**config.mk**
```make
export PLATFORM = sky130hd
export DESIGN_NAME = acm_ctrl
export DESIGN_NICKNAME = d
export VERILOG_FILES = /design/src/design/acm_pkg.sv /design/src/design/acm_ctrl.sv /design/src/design/acm_sync.sv
export SDC_FILE = /design/constraint.sdc
export NUM_CORES = 1
export LEC_CHECK = 0
export ABC_AREA = 1
export BUFFER_PORTS_ARGS = -buffer_cell sky130_fd_sc_hd__buf_2
export CORE_MARGIN = 4
export CORE_UTILIZATION = 45
export DETAILED_ROUTE_END_ITERATION = 12
export MAX_ROUTING_LAYER = met4
export PLACE_DENSITY = 0.69
export SKIP_LAST_GASP = 1
export SLEW_MARGIN = 5
export SYNTH_ARGS = -nofsm -noshare
export SYNTH_HDL_FRONTEND = slang
export SYNTH_SLANG_ARGS = --single-unit
```
**constraint.sdc**
```tcl
create_clock -name clk_in -period 1.07 [get_ports clk_in]
set_clock_uncertainty 0.15 [all_clocks]
set_input_delay 0.0535 -clock clk_in [delete_from_list [all_inputs] [get_ports clk_in]]
set_output_delay 0.0535 -clock clk_in [all_outputs]
set_load 0.1 [all_outputs]
```
**src/design/acm_pkg.sv**
```systemverilog
// Register map, field layout and types for the analog comparator control
package acm_pkg;

	// ****************************************************************
	// Sizes
	// ****************************************************************
	localparam int unsigned NUM_CMP = 4;
	localparam int unsigned ADDR_W  = 16;
	localparam int unsigned DATA_W  = 8;
	localparam int unsigned HYS_W   = 2;

	// ****************************************************************
	// Register offsets
	// ****************************************************************
	localparam logic [15:0] OFS_CFG_AB = 16'ha030;
	localparam logic [15:0] OFS_CFG_CD = 16'ha031;
	localparam logic [15:0] OFS_TH0    = 16'ha032;
	localparam logic [15:0] OFS_TH1    = 16'ha033;
	localparam logic [15:0] OFS_STATE  = 16'h0094;

	// ****************************************************************
	// Reset values
	// ****************************************************************
	localparam logic [7:0] RST_CFG   = 8'h00;
	localparam logic [7:0] RST_TH    = 8'h00;
	localparam logic [7:0] RST_RDATA = 8'h00;
	localparam logic [1:0] RST_HYS   = 2'h0;

	// ****************************************************************
	// Field positions in the state register
	// ****************************************************************
	localparam int unsigned LIVE_LSB  = 0;
	localparam int unsigned FLAG_LSB  = 4;
	localparam int unsigned HYS_A_LSB = 0;
	localparam int unsigned HYS_B_LSB = 2;

	// ****************************************************************
	// Types
	// ****************************************************************
	// One nibble of a config register, msb first: on, pick, irq, invert
	typedef struct packed {
		logic on;
		logic ref_pick;
		logic irq_on;
		logic invert;
	} acm_cfg_s;

	// Threshold route handed to each comparator's analog mux
	typedef enum logic [1:0] {
		REF_FIRST  = 2'b00,
		REF_SECOND = 2'b01,
		REF_EXT    = 2'b10
	} acm_ref_e;

	// One register access from the CPU side
	typedef struct packed {
		logic [15:0] addr;
		logic [7:0]  wdata;
		logic        wr;
		logic        rd;
	} acm_bus_s;

endpackage

```
**src/design/acm_ctrl.sv**
```systemverilog
// Control logic for four analog comparators: config, thresholds, edge flags
//
// Function
// - Two config registers, four fields per comparator
// - Config registers reset to all zeros
// - Comparator A picks first or second reference
// - B, C, D pick first or external reference
// - Interrupt enable gates each comparator's request
// - Polarity bit inverts output before use
// - First threshold code drives 256-step DAC
// - Live outputs readable without latching
// - Any output edge can raise interrupt
// - Sticky flag per comparator, software clears
// - Disabled comparator reports low
// - Second threshold code drives second DAC
`timescale 1ns/100ps
`default_nettype none

module acm_ctrl (
	// Clock and reset
	input  wire logic       clk_in,
	input  wire logic       rst_n_in,
	// CPU register port
	input  wire logic [15:0] addr_in,
	input  wire logic [7:0]  wdata_in,
	input  wire logic        wr_in,
	input  wire logic        rd_in,
	output var  logic [7:0]  rdata_out,
	// Raw comparator outputs, bit 0 is comparator A
	input  wire logic [3:0]  cmp_raw_in,
	// Analog controls
	output var  logic [3:0]  cmp_on_out,
	output var  logic [7:0]  ref_sel_out,
	output var  logic [7:0]  dac0_code_out,
	output var  logic [7:0]  dac1_code_out,
	output var  logic [1:0]  hyst_a_out,
	output var  logic [1:0]  hyst_bcd_out,
	// CPU interrupt request
	output var  logic        irq_out
);

	// ****************************************************************
	// Declarations
	// ****************************************************************
	acm_pkg::acm_bus_s bus;
	acm_pkg::acm_cfg_s cfg [4];
	logic [7:0]        th0;
	logic [7:0]        th1;
	logic [1:0]        hys_a;
	logic [1:0]        hys_b;
	logic [3:0]        stable;
	logic [3:0]        live;
	logic [3:0]        next_live;
	logic [3:0]        flag;
	logic [3:0]        cmp_set;
	logic [3:0]        cmp_clr;
	logic [3:0]        irq_on;
	logic [7:0]        next_rdata;
	logic              wr_ab;
	logic              wr_cd;
	logic              wr_th0;
	logic              wr_th1;
	logic              wr_state;

	assign bus.addr  = addr_in;
	assign bus.wdata = wdata_in;
	assign bus.wr    = wr_in;
	assign bus.rd    = rd_in;

	assign wr_ab    = bus.wr && (bus.addr == acm_pkg::OFS_CFG_AB);
	assign wr_cd    = bus.wr && (bus.addr == acm_pkg::OFS_CFG_CD);
	assign wr_th0   = bus.wr && (bus.addr == acm_pkg::OFS_TH0);
	assign wr_th1   = bus.wr && (bus.addr == acm_pkg::OFS_TH1);
	assign wr_state = bus.wr && (bus.addr == acm_pkg::OFS_STATE);

	// ****************************************************************
	// Configuration registers
	// ****************************************************************
	// Upper nibble is A (or C), lower nibble is B (or D)
	always_ff @(posedge clk_in or negedge rst_n_in) begin
		if (!rst_n_in) begin
			{cfg[0], cfg[1]} <= acm_pkg::RST_CFG;
			{cfg[2], cfg[3]} <= acm_pkg::RST_CFG;
		end else begin
			if (wr_ab) begin
				{cfg[0], cfg[1]} <= bus.wdata;
			end
			if (wr_cd) begin
				{cfg[2], cfg[3]} <= bus.wdata;
			end
		end
	end

	// ****************************************************************
	// Threshold codes
	// ****************************************************************
	// Code 00 gives 0 V, ff the full 1.8 V scale; zero also saves power
	always_ff @(posedge clk_in or negedge rst_n_in) begin
		if (!rst_n_in) begin
			th0 <= acm_pkg::RST_TH;
			th1 <= acm_pkg::RST_TH;
		end else begin
			if (wr_th0) begin
				th0 <= bus.wdata;
			end
			if (wr_th1) begin
				th1 <= bus.wdata;
			end
		end
	end

	assign dac0_code_out = th0;
	assign dac1_code_out = th1;

	// ****************************************************************
	// Hysteresis, write side of the state register
	// ****************************************************************
	always_ff @(posedge clk_in or negedge rst_n_in) begin
		if (!rst_n_in) begin
			hys_a <= acm_pkg::RST_HYS;
			hys_b <= acm_pkg::RST_HYS;
		end else if (wr_state) begin
			hys_a <= bus.wdata[acm_pkg::HYS_A_LSB +: acm_pkg::HYS_W];
			hys_b <= bus.wdata[acm_pkg::HYS_B_LSB +: acm_pkg::HYS_W];
		end
	end

	assign hyst_a_out   = hys_a;
	assign hyst_bcd_out = hys_b;

	// ****************************************************************
	// Synchroniser
	// ****************************************************************
	// Analog outputs are asynchronous; a glitch must not give two flags
	acm_sync u_sync (
		.clk_in     (clk_in),
		.rst_n_in   (rst_n_in),
		.raw_in     (cmp_raw_in),
		.stable_out (stable)
	);

	// ****************************************************************
	// Per comparator datapath
	// ****************************************************************
	genvar i;
	generate
		for (i = 0; i < 4; i = i + 1) begin : g_cmp
			assign cmp_on_out[i] = cfg[i].on;
			assign irq_on[i]     = cfg[i].irq_on;

			// Polarity applied first, then off forces low
			assign next_live[i] = cfg[i].on & (stable[i] ^ cfg[i].invert);

			// Polarity changes, or switching on while the output is high, also toggle the output and flag; switching off drops the output without a flag
			assign cmp_set[i] = cfg[i].on && (next_live[i] != live[i]);
			assign cmp_clr[i] = wr_state && !bus.wdata[acm_pkg::FLAG_LSB + i];

			always_ff @(posedge clk_in or negedge rst_n_in) begin
				if (!rst_n_in) begin
					live[i] <= 1'b0;
				end else begin
					live[i] <= next_live[i];
				end
			end

			// A new edge beats a clear in the same cycle
			always_ff @(posedge clk_in or negedge rst_n_in) begin
				if (!rst_n_in) begin
					flag[i] <= 1'b0;
				end else if (cmp_set[i]) begin
					flag[i] <= 1'b1;
				end else if (cmp_clr[i]) begin
					flag[i] <= 1'b0;
				end
			end

			// Only A can reach the second DAC; the others share one pin
			always_ff @(posedge clk_in or negedge rst_n_in) begin
				if (!rst_n_in) begin
					ref_sel_out[2*i +: 2] <= acm_pkg::REF_FIRST;
				end else if (!cfg[i].ref_pick) begin
					ref_sel_out[2*i +: 2] <= acm_pkg::REF_FIRST;
				end else if (i == 0) begin
					ref_sel_out[2*i +: 2] <= acm_pkg::REF_SECOND;
				end else begin
					ref_sel_out[2*i +: 2] <= acm_pkg::REF_EXT;
				end
			end

			// ****************************************************************
			// Per comparator checks
			// ****************************************************************
			a_off_reads_low : assert property (
				@(posedge clk_in) disable iff (!rst_n_in)
				!cfg[i].on |=> !live[i]
			) else $error("disabled comparator reports high");

			a_polarity_applied : assert property (
				@(posedge clk_in) disable iff (!rst_n_in)
				cfg[i].on |=> (live[i] == ($past(stable[i]) ^ $past(cfg[i].invert)))
			) else $error("reported output ignores polarity");

			a_edge_sets_flag : assert property (
				@(posedge clk_in) disable iff (!rst_n_in)
				(cfg[i].on && (next_live[i] != live[i])) |=> flag[i]
			) else $error("output edge did not set flag");

			a_flag_sticky : assert property (
				@(posedge clk_in) disable iff (!rst_n_in)
				(flag[i] && !cmp_clr[i]) |=> flag[i]
			) else $error("flag dropped without software clear");
		end
	endgenerate

	// ****************************************************************
	// Interrupt request
	// ****************************************************************
	always_ff @(posedge clk_in or negedge rst_n_in) begin
		if (!rst_n_in) begin
			irq_out <= 1'b0;
		end else begin
			irq_out <= |(flag & irq_on);
		end
	end

	// ****************************************************************
	// Read port
	// ****************************************************************
	// Unmapped addresses read zero; data stand one cycle only
	always_comb begin
		next_rdata = acm_pkg::RST_RDATA;
		if (bus.rd) begin
			unique case (bus.addr)
				acm_pkg::OFS_CFG_AB: next_rdata = {cfg[0], cfg[1]};
				acm_pkg::OFS_CFG_CD: next_rdata = {cfg[2], cfg[3]};
				acm_pkg::OFS_TH0:    next_rdata = th0;
				acm_pkg::OFS_TH1:    next_rdata = th1;
				acm_pkg::OFS_STATE:  next_rdata = {flag, live};
				default:             next_rdata = acm_pkg::RST_RDATA;
			endcase
		end
	end

	always_ff @(posedge clk_in or negedge rst_n_in) begin
		if (!rst_n_in) begin
			rdata_out <= acm_pkg::RST_RDATA;
		end else begin
			rdata_out <= next_rdata;
		end
	end

	// ****************************************************************
	// Block level checks
	// ****************************************************************
	a_cfg_write_lands : assert property (
		@(posedge clk_in) disable iff (!rst_n_in)
		wr_ab |=> ({cfg[0], cfg[1]} == $past(wdata_in))
	) else $error("config write not stored");

	a_cfg_reads_back : assert property (
		@(posedge clk_in) disable iff (!rst_n_in)
		(rd_in && (addr_in == acm_pkg::OFS_CFG_CD))
			|=> (rdata_out == {$past(cfg[2]), $past(cfg[3])})
	) else $error("config read mismatch");

	a_ref_a_route : assert property (
		@(posedge clk_in) disable iff (!rst_n_in)
		cfg[0].ref_pick |=> (ref_sel_out[1:0] == acm_pkg::REF_SECOND)
	) else $error("comparator A not on second reference");

	a_ref_b_route : assert property (
		@(posedge clk_in) disable iff (!rst_n_in)
		##1 (ref_sel_out[3:2] == ($past(cfg[1].ref_pick)
			? acm_pkg::REF_EXT : acm_pkg::REF_FIRST))
	) else $error("comparator B reference route wrong");

	a_dac_code_write : assert property (
		@(posedge clk_in) disable iff (!rst_n_in)
		wr_th0 |=> (dac0_code_out == $past(wdata_in))
	) else $error("first threshold code not applied");

	a_dac_second : assert property (
		@(posedge clk_in) disable iff (!rst_n_in)
		wr_th1 |=> (dac1_code_out == $past(wdata_in))
	) else $error("second threshold code not applied");

	a_irq_gated : assert property (
		@(posedge clk_in) disable iff (!rst_n_in)
		!(|(flag & irq_on)) |=> !irq_out
	) else $error("interrupt without enabled flag");

	a_irq_raised : assert property (
		@(posedge clk_in) disable iff (!rst_n_in)
		(|(flag & irq_on)) |=> irq_out
	) else $error("enabled flag gave no interrupt");

	a_live_readable : assert property (
		@(posedge clk_in) disable iff (!rst_n_in)
		(rd_in && (addr_in == acm_pkg::OFS_STATE))
			|=> (rdata_out[3:0] == $past(live))
	) else $error("state read does not show live outputs");

	a_read_one_cycle : assert property (
		@(posedge clk_in) disable iff (!rst_n_in)
		!rd_in |=> (rdata_out == acm_pkg::RST_RDATA)
	) else $error("read data outside its cycle");

endmodule

`default_nettype wire

```
**src/design/acm_sync.sv**
```systemverilog
// Three-stage synchroniser with agreement filter for the comparator outputs
`timescale 1ns/100ps
`default_nettype none

module acm_sync (
	// Clock and reset
	input  wire logic       clk_in,
	input  wire logic       rst_n_in,
	// Asynchronous comparator outputs
	input  wire logic [3:0] raw_in,
	// Settled levels in the clock domain
	output var  logic [3:0] stable_out
);

	// ****************************************************************
	// Stages
	// ****************************************************************
	logic [3:0] stage1;
	logic [3:0] stage2;
	logic [3:0] stage3;

	genvar i;
	generate
		for (i = 0; i < 4; i = i + 1) begin : g_bit
			// Stage one feeds only stage two, metastability stays put
			always_ff @(posedge clk_in or negedge rst_n_in) begin
				if (!rst_n_in) begin
					stage1[i]     <= 1'b0;
					stage2[i]     <= 1'b0;
					stage3[i]     <= 1'b0;
					stable_out[i] <= 1'b0;
				end else begin
					stage1[i] <= raw_in[i];
					stage2[i] <= stage1[i];
					stage3[i] <= stage2[i];
					// One settled change per transition
					if (stage2[i] == stage3[i]) begin
						stable_out[i] <= stage3[i];
					end
				end
			end

			// ****************************************************************
			// Checks
			// ****************************************************************
			a_sync_agree : assert property (
				@(posedge clk_in) disable iff (!rst_n_in)
				(stable_out[i] != $past(stable_out[i]))
					|-> ($past(stage2[i]) == $past(stage3[i]))
			) else $error("settled level changed without agreement");
		end
	endgenerate

endmodule

`default_nettype wire

```
# Word level (Yosys, flattened, before mapping)
# Index checks and enable logic that the tools add are counted.
# word_totals
elab_cells,108
out_inout_bits,41
register_bits,77
input_bits,32
# op_classes
n_mux,14
eq_ne,13
n_reduce_logical,22
bitwise_logic,9
# ops
cell,n
16-bit equality test (second input constant),4
8-bit case mux with 5 select lines,1
16-bit by 8-bit equality test with 1-bit output (second input constant),1
1-bit logical AND,13
1-bit two-way mux,9
8-bit two-way mux,1
2-bit nonzero test,4
2-bit two-way mux,3
1-bit bitwise AND,4
4-bit bitwise AND,1
1-bit equality test,4
1-bit logical NOT,4
1-bit inequality test,4
4-bit OR reduction,1
1-bit XOR,4

# Depth between registers and ports, before layout
# Gate-level depths: netlist of the first run.
# logic_depth
depth_word,5
depth_mapped,10

# Hierarchy
# A second synthesis of the first run with hierarchy kept.
# hier_totals
cells_unflattened,360
hier_area_um2,3340.7
# by_module_without_submodules
module,cells_each,area_per_inst_um2,instances,seq_area_each_um2
acm_ctrl,328,2875.3,1,1426.4
acm_sync,32,465.4,1,400.4

# Least setup slack after synthesis of the first run
# OpenSTA, ideal clock, no wires.
# synth_timing
path_kind,register to register
from,"register th0[1], in the netlist dac0_code_out[1]"
to,register rdata_out[1]
path_stages_with_launch,5
t_required_ps,848
path_buffers,0
slack_ps,-430
arrival_ps,1278
synth_period_minus_slack_ps,1500
cell_sequence,dfrtp_1 nand3_1 nand3_1 nor2_1 nor2_1
# synth_between
elab_chain_len,2
# synth_lines
item,line,text
from (decl),acm_ctrl.sv:47,logic [7:0] th0;
from (signal assigned),acm_ctrl.sv:100,th0 <= acm_pkg::RST_TH;
from (signal assigned),acm_ctrl.sv:104,th0 <= bus.wdata;
8-bit case mux with 5 select lines,acm_ctrl.sv:233,unique case (bus.addr)
8-bit two-way mux,acm_ctrl.sv:232,if (bus.rd) begin
net next_rdata[1],acm_ctrl.sv:58,logic [7:0] next_rdata;
to (signal assigned),acm_ctrl.sv:246,rdata_out <= acm_pkg::RST_RDATA;
to (signal assigned),acm_ctrl.sv:248,rdata_out <= next_rdata;
to (decl),acm_ctrl.sv:28,"output var logic [7:0] rdata_out,"
# The timed path passes the listed nets, and every way through them passes these cells.
# A chain may end at the register's enable or synchronous reset.

# Final worst setup path of the first run
# layout_timing
from,"register th0[5], in the netlist dac0_code_out[5]"
to,output dac0_code_out[5]
# layout_lines
item,line,text
to (decl),acm_ctrl.sv:34,"output var logic [7:0] dac0_code_out,"
# No word-level cell between the ends.

==> results of run 1 <==
## how the worst max path moves through the flow
stage                     start          endpoint  slack, ns  depth (start not counted)
2_1_floorplan  dac0_code_out[4]      rdata_out[4]      -0.11                          4
3_3_place_gp         addr_in[4]     cmp_on_out[1]      -0.38                         10
3_5_place_dp         addr_in[4]      rdata_out[0]      -0.41                         10
6_report       dac0_code_out[5]  dac0_code_out[5]      -0.31                          2
5_1_grt        dac0_code_out[5]  dac0_code_out[5]      -0.31                          2
4_1_cts        dac0_code_out[5]  dac0_code_out[5]      -0.28                          2
## report_power, final
group	leakage, nW	internal, W	switching, W
sequential	0.877	0.00281	0.0000390
clock	0.107	0.00132	0.00112
combinational	1.82	0.000208	0.000311
total	2.81	0.00434	0.00147
## layer usage
layer	vias to the layer above	wire length, microns
met2	215	5960
met1	1660	4560
met5	-	0
met4	0	632
met3	65	969
li1	1479	-
## worst max-delay path: stages, from the launching register on
cell and delay, ns:
dfrtp_4 0.53, buf_6 0.14, buf_12 0.15
## kinds of logic (layout without fill, tap and decap cells)
logic type	Yosys count	in the layout	share of synthesized area
adder cells (fa/ha/maj)	4	4	0.0121
buffers and inverters	33	199	0.0670
XOR/XNOR	8	8	0.0212
other	1	4	0.00113
AND/OR/NAND/NOR	183	187	0.275
AO/OA/AOI/OAI	46	46	0.0708
flip-flops	73	73	0.552
## flip-flops by register name, indices dropped and copies added, names as in the netlist, 4 cells and up
signal and cells:
dac1_code_out 8, rdata_out 8, u_sync.stable_out 4, cmp_on_out 4, ref_sel_out 4, u_sync.stage1 4, cfg 12, live 4
u_sync.stage3 4, flag 4, dac0_code_out 8, u_sync.stage2 4
## area by class of cell
type	count	area, sq um	area share
Tap cell	96	120	0.0202
Timing Repair Buffer	167	2000	0.336
Clock inverter	6	90.1	0.0151
Multi-Input combinational cell	249	1640	0.275
Sequential cell	73	1900	0.320
Clock buffer	10	128	0.0214
Inverter	16	75.1	0.0126
## metrics by stage
| step | area (sq um) | hold WS [ns] | TNS, ns |
|---|---|---|---|
| after floorplan | 3510 | -0.392 | -3.32 |
| after global placement | 4790 | -0.0376 | -15.00 |
| after detailed placement | 4790 | -0.0398 | -16.18 |
| after CTS | 5480 | -0.0168 | -8.53 |
| after global routing | 5960 | -0.0307 | -10.50 |
| final | 5960 | -0.0601 | -8.47 |
## what timing repair did
| item | 4_1_cts | 5_1_grt |
|---|---|---|
| resized for setup | 46 | 61 |
| hold endpoints to repair | 125 | 2 |
| pin swaps | 23 | 59 |
| setup endpoints to repair | 66 | 86 |
| setup buffers | 21 | 19 |
| cloned | 2 | 3 |
## cell usage in the layout (no fill, tap or decap), drive strengths merged, types with 2 or more instances in the layout
| cell type | count |
|---|---|
| buf | 151 |
| bufinv | 2 |
| clkbuf | 12 |
| clkinv | 2 |
| conb | 4 |
| dfrtp | 73 |
| dlygate4sd3 | 14 |
| inv | 17 |
| maj3 | 4 |
| nand2 | 93 |
| nand3 | 50 |
| nor2 | 42 |
| o21ai | 45 |
| xnor2 | 8 |
==> impl_results.md, run 1 <==
- Critical path endpoint category: output pin
- Die footprint: 8780 sq um
- Initial Utilization: 0.474
- Number of remaining DRC errors: 0
- Final worst setup slack: -0.310 ns
- Cell Count Post-Placement: between 500 and 600
- Maximum number of pins on one net before global-route repair: between 70 and 80
- Tcrit/Tclk final: 1.29
- I/O pins: 73
- LEAKAGE: roughly 2.8 nW
- Final cell count without fillers: a little over 600
- WL final: roughly 12000 microns
- Synthesized area: roughly 3300 sq um
- Total global routing track utilization: 0.246
- WP data required: ~0.87 ns
- Final Hold Fails: 2
- TritonCTS Buffers: 9
- CTS H-Tree Depth: 3
- Warnings from Yosys: 0
- Distinct cells, synth: 25
- Dominant cells by area after synthesis: dfrtp_1, nand2_1, nand3_1
- Placed wire-length estimate: a little under 7000 microns
- GR Layer Usage met3: 0.0513
- Vias in the first global route: about 3200
- Max FO, Critical Path: 3
- Routed WL per cell: ~20 microns
- Sequential area share after synthesis: 0.552
- Layout cell share with drive strength beyond 1: 0.528
- Flop-to-flop setup slack: -0.23 ns
- CTS tree: yes
- Clock Path Buffers: 2
- Clock Tree Root: clkbuf_8
- Clock latency on the worst-skew pair: roughly 0.37 ns
- Final hold slack: -0.0601 ns
- Grt ovf: 0
- Hold Crit Start: wr_in
- # Max-Cap Violations: 0
- Core Region: 6980 sq um
- Maximum vdd drop: between 0.0015 and 0.002 V
- Vias/cell: ~5.5
- Violated checks: negative hold slack, negative setup slack
- Worst-path clk slew: 0.08 ns
- RSZ-0062 raised after global routing: true
- Max frequency: 725 MHz
- Worst Hold Class: input port to register
- Post-Place Setup Slack: -0.414 ns
- Die height: 93.7 microns
- First-pass GRT wire length: around 16000 microns
- Antenna Cells: 0
- #FFs+latches synth: 73
- Area share of the largest cell type after synthesis: 0.552
- # hold bufs at CTS: 14
- Tmin final: ~1.4 ns
- Die X: ~94 microns
- Hold path depth: 4
- Final Power: 0.00580 W
- Rows: 30
- Final setup viols: 55
- Pwr per Cell Area: 975 nW/um^2
- Busiest grt layer: met2
- DRT iter0 DRCs: approximately 270
- GP Congestion: 0.909
- I/O Buffers: 68
- Via count: between 3000 and 4000
- Reg2Reg Launch Point: dac0_code_out[3]
- Outcome: finished with violations
- Commonest cells post-synth: nand2_1, dfrtp_1, nand3_1, o21ai_0, nor2_1
- Cells after synthesis: between 300 and 400
- Async S/R FF share, synth: 1.00
- Layout Nets: about 550
- Min-Delay Endpoint: flag[1]
- Syn avg cell area: roughly 9.5 sq um
- Max-slew violation count: 0
- Met1 track demand over resource: 0.322
- Drt pass-1 iters: 5
- Most common cell in the netlist: nand2_1
- Area leader, netlist: dfrtp_1
- P&R area growth vs syn: 80.1%
- Worst-case reg-to-reg path depth: 6
- DRT antenna net count: 0
- Fillers: 343
- Final Core Density: 0.853
- Clk sink count: 73
- Crit Path Class: register to output pin
- CP startpoint kind: register
- Reg2reg end: rdata_out[3]
- Initial antenna violation count: 0
- Number of synthesized flops with an enable pin: 0
- CP arrival: approximately 1.2 ns
- Grt met2 use: 0.390
- Main synth FF type: dfrtp_1
No activity file was read; power rests on OpenSTA's default activity.
==> run 2: changes to the inputs <==
--- a/config.mk
+++ b/config.mk
@@ -5,7 +5,6 @@
 export SDC_FILE = /design/constraint.sdc
 export NUM_CORES = 1
 export LEC_CHECK = 0
-export ABC_AREA = 1
 export BUFFER_PORTS_ARGS = -buffer_cell sky130_fd_sc_hd__buf_2
 export CORE_MARGIN = 4
 export CORE_UTILIZATION = 45
==> run 2 against run 1 <==
  * The flow finishes with violations (negative setup slack)
  * Combinational power down 14%
  * Non-clock buffer count down 21
  * Synthesized cell count down 33%
  * Clock power up 7%
  * Setup slack worse by 0.24 ns
  * Critical path type is now input port to register
  * Critical endpoint is now dac0_code_out[4]
  * Highest routed layer unchanged
==> impl_results.md, run 2 <==
- Drt pass-1 iters: 5 (unchanged)
- Commonest non-fill, non-tap cell in the layout: dfrtp_1
- Syn avg cell area: 13.4 sq um (+41%)
- #FFs+latches synth: 73 (unchanged)
- Number of synthesized flops with an enable pin: 0 (unchanged)
- Flop-to-flop setup slack: -0.27 ns (-0.04 ns)
- Area share of the largest cell type after synthesis: 0.584 (+0.0316)
- Via count: 2486 (-27%)
- Fraction of power spent switching nets: 0.217 (-0.0359)
- Cell Count Post-Placement: 411 (-25%)
- Reg2Reg Launch Point: cfg[8]
- Antenna Cells: 0 (unchanged)
- Outcome: finished with violations
- Routed WL per cell: 17.5 microns (-11%)
- Crit Path Class: input port to register
- Max-slew violation count: 0 (unchanged)
- Max frequency: 618 MHz (-15%)
- Die height: 91.4 microns (-2.5%)
- Die footprint: 8350 sq um (-5.0%)
- Final setup viols: 87 (+58%)
- Worst-case reg-to-reg path depth: 4 (-2)
- Tcrit/Tclk final: 1.51 (+0.224)
- Clock Tree Root: clkbuf_8
- Worst-path clk slew: 0.08 ns (about the same)
- CP startpoint kind: input port
- Cells after synthesis: 234 (-33%)
- Most common cell in the netlist: dfrtp_1
- Warnings from Yosys: 0 (unchanged)
- Min-Delay Endpoint: flag[2]
- Psw: 0.00127 W (-13%)
- Clk sink count: 73 (unchanged)
- TritonCTS Buffers: 9 (unchanged)
- Critical path's slowest cell: or4b_4
- GP Congestion: 0.834 (-8.3%)
- Layout Nets: 412 (-25%)
- Critical path endpoint category: register
- Maximum number of pins on one net before global-route repair: 74 (unchanged)
- Rows: 30 (unchanged)
- Main synth FF type: dfrtp_1
- Worst Hold Class: input port to register
- Core Region: 6760 sq um (-3.2%)
- WP data required: 1.14 ns (+0.27 ns)
- RSZ-0062 raised after global routing: true
- Initial antenna violation count: 0 (unchanged)
- Area leader, netlist: dfrtp_1
- Final Power: 0.00587 W (+1.1%)
- DRT antenna net count: 0 (unchanged)
- Crit path cell chain: buf_6, or4b_4, buf_12, nor4_4, nand2_4, mux2_2
- Layout cell share with drive strength beyond 1: 0.613 (+0.0852)
- Maximum vdd drop: 0.000721 V (-58%)
- CP arrival: 1.69 ns (+0.51 ns)
- Hold Crit Start: wr_in
- First-pass GRT wire length: 13200 microns (-18%)
- Die X: 91.4 microns (-2.5%)
- I/O Buffers: 68 (unchanged)
- CTS tree: yes
- CTS H-Tree Depth: 3 (unchanged)
- Initial Utilization: 0.463 (-0.0107)
- Max reg flops: 12 (unchanged)
- Commonest cells post-synth: dfrtp_1, mux2_2, a22oi_1, nand2_1, nor3_1
- Most frequent cells in the layout: dfrtp_1, buf_4, buf_12, mux2_2
- Total global routing track utilization: 0.210 (-0.0363)
- Internal power: 0.00460 W (+5.9%)
- Clock latency on the worst-skew pair: 0.34 ns (-0.03 ns)
- Vias/cell: 5.35 (-3.5%)
- Number of remaining DRC errors: 0 (unchanged)
- Clock network fraction of design power: 0.444 (+0.024)
- Final worst setup slack: -0.549 ns (-0.239 ns)
- Clock Path Buffers: 2 (unchanged)
- Reg2reg end: flag[1]
- I/O pins: 73 (unchanged)
- Post-Place Setup Slack: -0.976 ns (-0.562 ns)
- Sequential area share after synthesis: 0.584 (+0.0316)
- Async S/R FF share, synth: 1.00 (unchanged)
- WL final: 8150 microns (-33%)
- Pwr per Cell Area: 1150 nW/um^2 (+17%)
- Final Hold Fails: 0 (-2)
- Tmin final: 1.62 ns (+0.239 ns)
- Grt ovf: 0 (unchanged)
- Synthesized area: 3130 sq um (-5.4%)
- Final cell count without fillers: 465 (-25%)
- Distinct cells, synth: 39 (+56%)
- Vias in the first global route: 2616 (-18%)
- Combinational power share: 0.076 (-0.013)
- Setup TNS: -26.57 ns (-18.10 ns)
- P&R area growth vs syn: 63.8%
- Dominant cells by area after synthesis: dfrtp_1, mux2_2, a22oi_1
- DRT iter0 DRCs: 181 (-33%)
- Max FO, Critical Path: 8 (+5)
- Placed wire-length estimate: 5150 microns (-24%)
- Hold path depth: 3 (-1)
- Sequential share of power: 0.481 (-0.010)
- LEAKAGE: 2.38 nW (-15%)
- # Max-Cap Violations: 0 (unchanged)
- Violated checks: negative setup slack
- Largest stage delay, worst path: 0.58 ns (+0.05 ns)
==> run 2: worst max-delay path by stage <==
stage	startpoint	to	slack (ns)	cells after the start
final	addr_in[6]	dac0_code_out[4]	-0.55	6
after global routing	addr_in[6]	dac0_code_out[4]	-0.58	6
after CTS	addr_in[6]	rdata_out[7]	-0.52	7
after detailed placement	addr_in[6]	hyst_a_out[0]	-0.98	5
after global placement	addr_in[6]	hyst_bcd_out[1]	-0.93	5
after floorplan	addr_in[6]	hyst_a_out[0]	-0.85	5
==> run 2: routing by layer <==
layer	wire, microns	up-vias	track usage
met3	414	16	0.0481
met1	3520	1270	0.266
met2	4040	80	0.327
met4	179	0	0.0829
li1	-	1120	-
met5	0	-	-
==> run 2: logic make-up after synthesis <==
kind of cell,after synthesis,synth area share
simple gates,55,0.135
buf+inv,22,0.0392
compound gates,35,0.0760
mux,36,0.130
fa+ha+maj,4,0.0128
xor+xnor,8,0.0224
flops,73,0.584
other cells,1,0.00120
==> run 2: stage by stage <==
| step | instance area [sq um] | util | hold WS (ns) |
|---|---|---|---|
| 2_1_floorplan | 3190 | - | -0.392 |
| 3_3_place_gp | 4410 | 0.652 | -0.0410 |
| 3_5_place_dp | 4410 | 0.652 | -0.0355 |
| 4_1_cts | 5070 | 0.750 | 0.0435 |
| 5_1_grt | 5120 | 0.758 | 0.0673 |
| 6_report | 5120 | 0.758 | 0.0641 |
==> run 2: power groups by stage <==
stage	clock, W	sequential, W	combinational [W]
final	0.00260	0.00282	0.000444
after CTS	0.00265	0.00282	0.000437
after floorplan	0	0.00287	0.000178
after detailed placement	0	0.00287	0.000371
after global placement	0	0.00287	0.000361
after global routing	0.00276	0.00282	0.000481
==> run 2: final cells by class <==
cell class	instances	area [sq um]
Clock buffer	11	141
Clock inverter	5	103
Fill cell	430	1630
Inverter	8	30.0
Multi-Input combinational cell	142	1260
Sequential cell	73	1860
Tap cell	80	100
Timing Repair Buffer	146	1630
==> run 2: repair_timing <==
| item | CTS | global route |
|---|---|---|
| hold endpoints to repair | 123 | 0 |
| gates resized for setup | 22 | 15 |
| pin swaps | 11 | 12 |
| setup endpoints to repair | 88 | 90 |
| buffers inserted | 25 | 4 |
| hold buffers | 14 | 0 |
==> run 2: worst max-delay path, delay by kind of cell <==
kind          cells  cell delay (ns)
simple gates      3             1.07
mux               1             0.31
buf+inv           2             0.25
